`config.mk`:
```
export PLATFORM = sky130hd
export DESIGN_NAME = excseq_top
export DESIGN_NICKNAME = d
export VERILOG_FILES = /design/src/verilog/excseq_pkg.sv /design/src/verilog/excseq_top.sv
export VERILOG_INCLUDE_DIRS = /design/src /design/src/verilog
export SDC_FILE = /design/constraint.sdc
export NUM_CORES = 1
export LEC_CHECK = 0
export BUFFER_PORTS_ARGS = -buffer_cell sky130_fd_sc_hd__buf_2
export CORE_ASPECT_RATIO = 1.1
export CORE_MARGIN = 3
export CORE_UTILIZATION = 30
export DETAILED_ROUTE_END_ITERATION = 10
export SKIP_CTS_REPAIR_TIMING = 1
export SYNTH_ARGS = -nofsm -noshare
export SYNTH_HDL_FRONTEND = slang
export SYNTH_SLANG_ARGS = --single-unit
```
`constraint.sdc`:
```
create_clock -name sys_clk -period 3.1 [get_ports sys_clk]
set_input_delay 0.155 -clock sys_clk [delete_from_list [all_inputs] [get_ports sys_clk]]
set_output_delay 0.155 -clock sys_clk [all_outputs]
set_load 0.05 [all_outputs]
```
`src/verilog/excseq_consts.svh`:
```
// constants for the exception sequencer
`ifndef EXCSEQ_CONSTS_SVH
`define EXCSEQ_CONSTS_SVH
// ****************************************
// status register layout
// ****************************************
`define EXCSEQ_SR_TRACE_HI 15
`define EXCSEQ_SR_TRACE_LO 14
`define EXCSEQ_SR_S 13
`define EXCSEQ_SR_M 12
`define EXCSEQ_SR_IPM_HI 10
`define EXCSEQ_SR_IPM_LO 8
`define EXCSEQ_SR_RESET 16'h2700
// ****************************************
// vectors and frames
// ****************************************
`define EXCSEQ_VEC_RESET 8'h00
`define EXCSEQ_VEC_AUTO_BASE 8'h18
`define EXCSEQ_VEC_SPURIOUS 8'h18
`define EXCSEQ_SHORT_FRAME_WORDS 4'h4
`define EXCSEQ_FC_CPU_SPACE 3'h7
`define EXCSEQ_FC_SUPER_DATA 3'h5
`define EXCSEQ_IACK_ADDR_BASE 32'hFFFFFFF1
`endif

```
`src/verilog/excseq_pkg.sv`:
```
// types for the exception sequencer
`default_nettype none
package excseq_pkg;
    typedef enum logic [1:0] {
        EXCSEQ_KIND_RESET = 2'h0,
        EXCSEQ_KIND_IRQ = 2'h1,
        EXCSEQ_KIND_COPRO = 2'h2,
        EXCSEQ_KIND_INTERNAL = 2'h3
    } excseq_kind_t;
    typedef enum logic [9:0] {
        EXCSEQ_ST_IDLE = 10'h001,
        EXCSEQ_ST_STATUS = 10'h002,
        EXCSEQ_ST_VECNUM = 10'h004,
        EXCSEQ_ST_IACK = 10'h008,
        EXCSEQ_ST_SAVE = 10'h010,
        EXCSEQ_ST_COPY = 10'h020,
        EXCSEQ_ST_VADDR = 10'h040,
        EXCSEQ_ST_VFETCH = 10'h080,
        EXCSEQ_ST_REFILL = 10'h100,
        EXCSEQ_ST_HALT = 10'h200
    } excseq_state_t;
    typedef enum logic [1:0] {
        EXCSEQ_STAT_RUN = 2'h0,
        EXCSEQ_STAT_BOUNDARY = 2'h1,
        EXCSEQ_STAT_EXCEPTION = 2'h2,
        EXCSEQ_STAT_HALTED = 2'h3
    } excseq_status_t;
endpackage : excseq_pkg
`default_nettype wire

```
`src/verilog/excseq_top.sv`:
```
// exception processing sequencer with bus master port and avalon status slave
`include "excseq_consts.svh"
`default_nettype none
module excseq_top
(
    input wire logic sys_clk,
    input wire logic resetn,
    // request from the integer pipeline
    input wire logic exc_req,
    input wire excseq_pkg::excseq_kind_t exc_kind,
    input wire logic [7:0] exc_int_vector,
    input wire logic [7:0] copro_vector,
    input wire logic [2:0] irq_level,
    input wire logic [3:0] frame_words,
    input wire logic [31:0] cur_pc,
    input wire logic [15:0] cur_sr,
    input wire logic [31:0] isp_in,
    input wire logic [31:0] msp_in,
    input wire logic [31:0] vector_base_register,
    output logic exc_busy,
    output logic exc_done,
    // register file updates
    output logic [15:0] new_sr,
    output logic [31:0] new_pc,
    output logic [31:0] new_isp,
    output logic [31:0] new_msp,
    output logic [15:0] saved_sr,
    // simple bus master, one word per request
    output logic bus_req,
    output logic bus_write,
    output logic bus_iack,
    output logic [2:0] bus_fc,
    output logic [31:0] bus_addr,
    output logic [31:0] bus_wdata,
    input wire logic bus_ack,
    input wire logic [31:0] bus_rdata,
    input wire logic auto_vector_request,
    // emulation outputs
    output logic [1:0] seq_status,
    output logic pipe_refill,
    input wire logic halt_req,
    // avalon-mm status slave
    input wire logic [1:0] avs_address,
    input wire logic avs_read,
    input wire logic avs_write,
    input wire logic [31:0] avs_writedata,
    input wire logic [3:0] avs_byteenable,
    output logic [31:0] avs_readdata,
    output logic avs_waitrequest
);
    // ****************************************
    // sequencer state
    // ****************************************
    excseq_pkg::excseq_state_t state_reg, state_next;
    excseq_pkg::excseq_kind_t kind_reg, kind_next;
    logic [15:0] snap_reg, snap_next;
    logic [15:0] sr_reg, sr_next;
    logic [7:0] vec_reg, vec_next;
    logic [31:0] sp_reg, sp_next;
    logic [31:0] msp_reg, msp_next;
    logic [31:0] pc_reg, pc_next;
    logic [3:0] cnt_reg, cnt_next;
    logic [3:0] words_reg, words_next;
    logic [2:0] lvl_reg, lvl_next;
    logic use_msp_reg, use_msp_next;
    logic busy_reg, busy_next;
    logic done_reg, done_next;
    logic [31:0] addr_reg, addr_next;
    logic [31:0] wdata_reg, wdata_next;
    logic [1:0] status_reg, status_next;
    logic refill_reg, refill_next;
    logic [7:0] exc_count_reg, exc_count_next;
    logic [31:0] frame_word;

    // frame contents: word 0 status snapshot, then pc, then format/vector word
    always_comb
    begin
        case (cnt_reg)
            4'h0: frame_word = {16'h0000, snap_reg};
            4'h1: frame_word = {16'h0000, pc_reg[31:16]};
            4'h2: frame_word = {16'h0000, pc_reg[15:0]};
            default: frame_word = {20'h00000, vec_reg, 2'h0, 2'h0};
        endcase
    end

    always_comb
    begin
        state_next = state_reg;
        kind_next = kind_reg;
        snap_next = snap_reg;
        sr_next = sr_reg;
        vec_next = vec_reg;
        sp_next = sp_reg;
        msp_next = msp_reg;
        pc_next = pc_reg;
        cnt_next = cnt_reg;
        words_next = words_reg;
        lvl_next = lvl_reg;
        use_msp_next = use_msp_reg;
        busy_next = busy_reg;
        done_next = 1'b0;
        addr_next = addr_reg;
        wdata_next = wdata_reg;
        exc_count_next = exc_count_reg;
        case (state_reg)
            excseq_pkg::EXCSEQ_ST_IDLE:
            begin
                if (halt_req)
                begin
                    state_next = excseq_pkg::EXCSEQ_ST_HALT;
                end
                else if (exc_req)
                begin
                    kind_next = exc_kind;
                    snap_next = cur_sr;
                    sr_next = cur_sr;
                    pc_next = cur_pc;
                    lvl_next = irq_level;
                    words_next = (frame_words < `EXCSEQ_SHORT_FRAME_WORDS) ?
                        `EXCSEQ_SHORT_FRAME_WORDS : frame_words;
                    msp_next = msp_in;
                    busy_next = 1'b1;
                    exc_count_next = exc_count_reg + 8'h01;
                    state_next = excseq_pkg::EXCSEQ_ST_STATUS;
                end
            end
            excseq_pkg::EXCSEQ_ST_STATUS:
            begin
                sr_next[`EXCSEQ_SR_S] = 1'b1;
                sr_next[`EXCSEQ_SR_TRACE_HI] = 1'b0;
                sr_next[`EXCSEQ_SR_TRACE_LO] = 1'b0;
                if (kind_reg == excseq_pkg::EXCSEQ_KIND_RESET)
                begin
                    sr_next[`EXCSEQ_SR_IPM_HI:`EXCSEQ_SR_IPM_LO] = 3'h7;
                    sr_next[`EXCSEQ_SR_M] = 1'b0;
                end
                else if (kind_reg == excseq_pkg::EXCSEQ_KIND_IRQ)
                begin
                    sr_next[`EXCSEQ_SR_IPM_HI:`EXCSEQ_SR_IPM_LO] = lvl_reg;
                end
                state_next = excseq_pkg::EXCSEQ_ST_VECNUM;
            end
            excseq_pkg::EXCSEQ_ST_VECNUM:
            begin
                case (kind_reg)
                    excseq_pkg::EXCSEQ_KIND_IRQ:
                    begin
                        addr_next = `EXCSEQ_IACK_ADDR_BASE | {28'h0000000, lvl_reg, 1'b0};
                        state_next = excseq_pkg::EXCSEQ_ST_IACK;
                    end
                    excseq_pkg::EXCSEQ_KIND_COPRO:
                    begin
                        vec_next = copro_vector;
                        state_next = excseq_pkg::EXCSEQ_ST_SAVE;
                    end
                    excseq_pkg::EXCSEQ_KIND_RESET:
                    begin
                        vec_next = `EXCSEQ_VEC_RESET;
                        state_next = excseq_pkg::EXCSEQ_ST_VADDR;
                    end
                    default:
                    begin
                        vec_next = exc_int_vector;
                        state_next = excseq_pkg::EXCSEQ_ST_SAVE;
                    end
                endcase
                // an interrupt with the master flag set still saves on the master stack
                // first; the short frame is copied to the interrupt stack afterwards
                if (sr_reg[`EXCSEQ_SR_M])
                begin
                    use_msp_next = 1'b1;
                    sp_next = msp_reg;
                end
                else
                begin
                    use_msp_next = 1'b0;
                    sp_next = isp_in;
                end
                cnt_next = 4'h0;
            end
            excseq_pkg::EXCSEQ_ST_IACK:
            begin
                if (bus_ack)
                begin
                    if (auto_vector_request)
                    begin
                        vec_next = `EXCSEQ_VEC_AUTO_BASE + {5'h00, lvl_reg};
                    end
                    else
                    begin
                        vec_next = bus_rdata[7:0];
                    end
                    state_next = excseq_pkg::EXCSEQ_ST_SAVE;
                end
            end
            excseq_pkg::EXCSEQ_ST_SAVE:
            begin
                // the bus request is held until ack, one frame word each
                sp_next = sp_reg - 32'h00000004;
                addr_next = sp_reg - 32'h00000004;
                wdata_next = frame_word;
                if (bus_ack)
                begin
                    if (cnt_reg == words_reg - 4'h1)
                    begin
                        cnt_next = 4'h0;
                        if (kind_reg == excseq_pkg::EXCSEQ_KIND_IRQ && sr_reg[`EXCSEQ_SR_M])
                        begin
                            sr_next[`EXCSEQ_SR_M] = 1'b0;
                            sp_next = isp_in;
                            state_next = excseq_pkg::EXCSEQ_ST_COPY;
                        end
                        else
                        begin
                            state_next = excseq_pkg::EXCSEQ_ST_VADDR;
                        end
                    end
                    else
                    begin
                        cnt_next = cnt_reg + 4'h1;
                    end
                end
                else
                begin
                    sp_next = sp_reg;
                end
            end
            excseq_pkg::EXCSEQ_ST_COPY:
            begin
                addr_next = sp_reg - 32'h00000004;
                wdata_next = frame_word;
                if (bus_ack)
                begin
                    sp_next = sp_reg - 32'h00000004;
                    if (cnt_reg == `EXCSEQ_SHORT_FRAME_WORDS - 4'h1)
                    begin
                        state_next = excseq_pkg::EXCSEQ_ST_VADDR;
                    end
                    else
                    begin
                        cnt_next = cnt_reg + 4'h1;
                    end
                end
            end
            excseq_pkg::EXCSEQ_ST_VADDR:
            begin
                if (kind_reg == excseq_pkg::EXCSEQ_KIND_IRQ)
                begin
                    sr_next[`EXCSEQ_SR_M] = 1'b0;
                end
                addr_next = vector_base_register + {22'h000000, vec_reg, 2'b00};
                state_next = excseq_pkg::EXCSEQ_ST_VFETCH;
            end
            excseq_pkg::EXCSEQ_ST_VFETCH:
            begin
                if (bus_ack)
                begin
                    pc_next = bus_rdata;
                    state_next = excseq_pkg::EXCSEQ_ST_REFILL;
                end
            end
            excseq_pkg::EXCSEQ_ST_REFILL:
            begin
                busy_next = 1'b0;
                done_next = 1'b1;
                state_next = excseq_pkg::EXCSEQ_ST_IDLE;
            end
            excseq_pkg::EXCSEQ_ST_HALT:
            begin
                if (!halt_req)
                begin
                    state_next = excseq_pkg::EXCSEQ_ST_IDLE;
                end
            end
            default:
            begin
                state_next = excseq_pkg::EXCSEQ_ST_IDLE;
            end
        endcase
    end

    // activity outputs decoded from the next state only, never from bus signals
    always_comb
    begin
        refill_next = (state_next == excseq_pkg::EXCSEQ_ST_REFILL);
        case (state_next)
            excseq_pkg::EXCSEQ_ST_HALT: status_next = excseq_pkg::EXCSEQ_STAT_HALTED;
            excseq_pkg::EXCSEQ_ST_IDLE: status_next = excseq_pkg::EXCSEQ_STAT_BOUNDARY;
            excseq_pkg::EXCSEQ_ST_REFILL: status_next = excseq_pkg::EXCSEQ_STAT_RUN;
            default: status_next = excseq_pkg::EXCSEQ_STAT_EXCEPTION;
        endcase
    end

    always_ff @(posedge sys_clk or negedge resetn)
    begin
        if (!resetn)
        begin
            state_reg <= excseq_pkg::EXCSEQ_ST_IDLE;
            kind_reg <= excseq_pkg::EXCSEQ_KIND_RESET;
            snap_reg <= `EXCSEQ_SR_RESET;
            sr_reg <= `EXCSEQ_SR_RESET;
            vec_reg <= 8'h00;
            sp_reg <= 32'h00000000;
            msp_reg <= 32'h00000000;
            pc_reg <= 32'h00000000;
            cnt_reg <= 4'h0;
            words_reg <= `EXCSEQ_SHORT_FRAME_WORDS;
            lvl_reg <= 3'h0;
            use_msp_reg <= 1'b0;
            busy_reg <= 1'b0;
            done_reg <= 1'b0;
            addr_reg <= 32'h00000000;
            wdata_reg <= 32'h00000000;
            status_reg <= 2'h1;
            refill_reg <= 1'b0;
            exc_count_reg <= 8'h00;
        end
        else
        begin
            state_reg <= state_next;
            kind_reg <= kind_next;
            snap_reg <= snap_next;
            sr_reg <= sr_next;
            vec_reg <= vec_next;
            sp_reg <= sp_next;
            msp_reg <= msp_next;
            pc_reg <= pc_next;
            cnt_reg <= cnt_next;
            words_reg <= words_next;
            lvl_reg <= lvl_next;
            use_msp_reg <= use_msp_next;
            busy_reg <= busy_next;
            done_reg <= done_next;
            addr_reg <= addr_next;
            wdata_reg <= wdata_next;
            status_reg <= status_next;
            refill_reg <= refill_next;
            exc_count_reg <= exc_count_next;
        end
    end

    // ****************************************
    // outputs
    // ****************************************
    always_comb
    begin
        bus_req = (state_reg == excseq_pkg::EXCSEQ_ST_IACK) ||
            (state_reg == excseq_pkg::EXCSEQ_ST_SAVE && addr_reg == sp_reg - 32'h00000004) ||
            (state_reg == excseq_pkg::EXCSEQ_ST_COPY && addr_reg == sp_reg - 32'h00000004) ||
            (state_reg == excseq_pkg::EXCSEQ_ST_VFETCH);
        bus_write = (state_reg == excseq_pkg::EXCSEQ_ST_SAVE) ||
            (state_reg == excseq_pkg::EXCSEQ_ST_COPY);
        bus_iack = (state_reg == excseq_pkg::EXCSEQ_ST_IACK);
        bus_fc = bus_iack ? `EXCSEQ_FC_CPU_SPACE : `EXCSEQ_FC_SUPER_DATA;
    end
    assign bus_addr = addr_reg;
    assign bus_wdata = wdata_reg;
    assign exc_busy = busy_reg;
    assign exc_done = done_reg;
    assign new_sr = sr_reg;
    assign new_pc = pc_reg;
    assign saved_sr = snap_reg;
    assign new_isp = use_msp_reg ? isp_in : sp_reg;
    assign new_msp = use_msp_reg ? sp_reg : msp_reg;
    assign seq_status = status_reg;
    assign pipe_refill = refill_reg;

    // ****************************************
    // avalon status slave, read-only, one wait cycle on reads
    // ****************************************
    logic [31:0] rdata_reg, rdata_next;
    always_comb
    begin
        case (avs_address)
            2'h0: rdata_next = {6'h00, status_reg, exc_count_reg, sr_reg};
            2'h1: rdata_next = {24'h000000, vec_reg};
            2'h2: rdata_next = pc_reg;
            default: rdata_next = 32'h00000000;
        endcase
        if (!avs_read)
        begin
            rdata_next = rdata_reg;
        end
    end
    always_ff @(posedge sys_clk or negedge resetn)
    begin
        if (!resetn)
        begin
            rdata_reg <= 32'h00000000;
        end
        else
        begin
            rdata_reg <= rdata_next;
        end
    end
    // one wait cycle on reads so the data comes from a flop; writes are ignored
    logic rd_pend_reg, rd_pend_next;
    always_comb
    begin
        rd_pend_next = avs_read && !rd_pend_reg;
    end
    always_ff @(posedge sys_clk or negedge resetn)
    begin
        if (!resetn)
        begin
            rd_pend_reg <= 1'b0;
        end
        else
        begin
            rd_pend_reg <= rd_pend_next;
        end
    end
    assign avs_waitrequest = avs_read && !rd_pend_reg;
    assign avs_readdata = rdata_reg;
endmodule : excseq_top
`default_nettype wire
```
==> impl_metrics.tcl <==
set metrics [dict create \
    cts-root-buf "clkbuf_16" \
    worstPathCellList "or4_4, nor4_4, nand2_4, or4_4, a2111oi_4, nand4_1, nor4_2, a21o_2, buf_8" \
    fin_crit_sh 1.22 \
    syn_area_um2 14900 \
    path_clk_slew_ns 0.07 \
    multi_input_area_um2 8050 \
    synth-async-reset-ratio 1.00 \
    hold_depth 3 \
    worst-path-max-fanout 2 \
    area_growth_pct 42.8 \
    cts_sinks 245 \
    leakagePower_nw 10.0 \
    fmax_mhz 264 \
    finalPower_mw 22.1 \
    register_area_um2 6150 \
    grt_first_pass_wirelength_um 96800 \
    slowest_delay_ns 0.58 \
    startpoint_type "flip-flop" \
    ioPinCount 483 \
    syn_avg_cell_area_um2 8.82 \
    synth-main-ff-cell "dfrtp_1" \
    layout.nets 2594 \
    start_util 0.304 \
    synth_top_area_frac 0.393 \
    powerDensity_nw_per_um2 1040 \
    yosysWarnings 0 \
    wl_per_cell_um 22.6 \
    port_buffers 427 \
    place_congestion 0.923 \
    synth_edf_count 0 \
    path_delay_family "simple AND/OR/NAND/NOR gates" \
    synth_area_leaders "dfrtp_1, nand2_1, mux2_2" \
    rsz0062_at_grt "true" \
    grt_start_max_net_pins 77 \
    hold_slack_ns -0.0192 \
    finalSetupViolations 1 \
    h-tree-depth 1 \
    clock_latency_ns 0.58 \
    dp_hpwl_um 51900 \
    layout_commonest_cell "buf_2" \
    outcome "complete, but fails checks" \
    drc 0 \
    wl_um 68100 \
    track_usage 0.243 \
    postSynthCellCount 1690 \
    finalWorstSetupSlack_ns -0.682 \
    cts_tree "yes" \
    die_y_um 240 \
    path_depth 9 \
    die_w_um 219 \
    max_slew.worst_pin.slew_ns 0.944 \
    yosysSeqAreaShare 0.412 \
    hold_viol 5 \
    pre_cts_slack_ns -0.223 \
    rr_worst_depth 10 \
    cts_buffers 30 \
    drv_slew 0 \
    layout_min_cycle_time_ns 3.78 \
    final_cell_mix "buf_2, nand2_1, dfrtp_1, dlygate4sd3_1, buf_4" \
    drive_gt1_frac 0.322 \
    synth.largest_area_cell "dfrtp_1" \
    synth_cell_types 77 \
    arrival_ns 3.63 \
    clock_path_buffers 3 \
    rows 85 \
    drt_iter0_markers 1171 \
    drtPass1Iterations 6 \
    grt_antenna_before_repair 3 \
    skew_ns 0.0188 \
    ir_worst_vdd_uv 724 \
    crit_top_cell "or4_4" \
    hp-start "vector_base_register[10]" \
    grt-ovfl-total 0 \
    endpoint_kind "output port" \
    violations "hold timing, setup timing" \
    max_slew_margin 0.371 \
    drv_cap 0 \
    cp.required_ns 2.94 \
    ys_ff_latch 245 \
    finish.utilization 0.434 \
    hold_class "in -> reg" \
    cp-startpoint "sp_reg[8]" \
    die_area_um2 52400 \
    regToRegStartpoint "words_reg[0]" \
    grt_pass1_vias 15500 \
    vias_per_cell 5.35 \
    n_fill_cell 4774 \
    path_class "reg -> out" \
    critPathBufInv 1 \
    postRouteAntennaNets 0 \
    num_vias 16100 \
    core_area_um2 49000 \
    critPathSlowestCell "or4_4" \
]
-- tightest hold or removal path: cells and delay by family --
family,cells,cell delay [ns]
buffers and inverters,1,0.12
xor gates and xnor gates,1,0.09
AOI/OAI and AO/OA,1,0.16
-- logic make-up (layout without fill, tap and decap cells) --
| logic type | Yosys count | in the layout | share of synthesized area |
|---|---|---|---|
| and+or+nand+nor | 577 | 577 | 0.183 |
| AOI/OAI and AO/OA | 430 | 430 | 0.188 |
| DFF | 245 | 245 | 0.412 |
| buffers and inverters | 202 | 851 | 0.0586 |
| muxes | 128 | 128 | 0.0914 |
| xor gates and xnor gates | 90 | 90 | 0.0529 |
| adders and majority gates | 16 | 16 | 0.0139 |
| other | 2 | 20 | 0.000504 |
-- cell type report --
class                      instances  area share
antenna                            2    0.000235
clock buffer                      39      0.0402
clock inverter                    17     0.00935
inverter                          55     0.00970
multi-input combinational       1259       0.378
sequential                       245       0.289
tap                              652      0.0383
timing repair buffer             740       0.235
-- path summary, 6_finish.rpt --
| kind | slack, ns | endpoint |
|---|---|---|
| min | -0.02 | bus_addr[10] |
| max reg2reg | 0.23 | vec_reg[7] |
| max in group asynchronous | 2.03 | new_sr[10] |
| min reg2reg | 0.44 | rd_pend_reg |
| max | -0.68 | bus_req |
| min in group asynchronous | 0.10 | msp_reg[17] |
-- layer usage --
metal / wire length [um] / vias up / global-route usage / share of wire
met5: 12 / - / 0 / 0.00018
met2: 34000 / 766 / 0.428 / 0.50
met1: 25800 / 7914 / 0.292 / 0.38
li1: - / 7283 / - / -
met4: 2930 / 2 / 0.0919 / 0.043
met3: 5300 / 138 / 0.0482 / 0.078
-- Yosys cell counts, types with 10 or more instances --
library cell,number
inv_1,54
a222oi_1,16
a21oi_1,140
nor3_1,27
o221ai_1,19
dfrtp_1,234
nor4_1,12
buf_1,18
o21ai_0,87
nand3_1,26
o22ai_1,29
ha_1,15
clkbuf_1,98
nor2_1,134
a21o_1,17
mux2i_1,63
nand2_1,248
nand4_1,14
dfstp_2,11
xnor2_1,61
and3_1,11
buf_4,28
mux2_2,65
a221oi_1,30
nor2b_1,19
xor2_1,29
a31oi_1,16
and2_1,10
nand2b_1,18
-- stage by stage --
| stage | hold slack [ns] | area, um2 | std cells | TNS, ns |
|---|---|---|---|---|
| after floorplan | -0.141 | 15000 | 1706 | -0.126 |
| after global placement | 0.113 | 18600 | 2793 | -0.212 |
| after detailed placement | 0.117 | 18600 | 2793 | -0.223 |
| after CTS | -0.506 | 19600 | 2849 | -0.860 |
| after global routing | 0.00267 | 21300 | 3008 | -0.764 |
| final | -0.0192 | 21300 | 3009 | -0.682 |
-- power by group --
group | switching, mW | internal, mW
clock network | 1.53 | 2.28
logic | 8.56 | 3.67
registers | 1.63 | 4.45
total | 11.7 | 10.4
(Power assumes the default switching activity.)
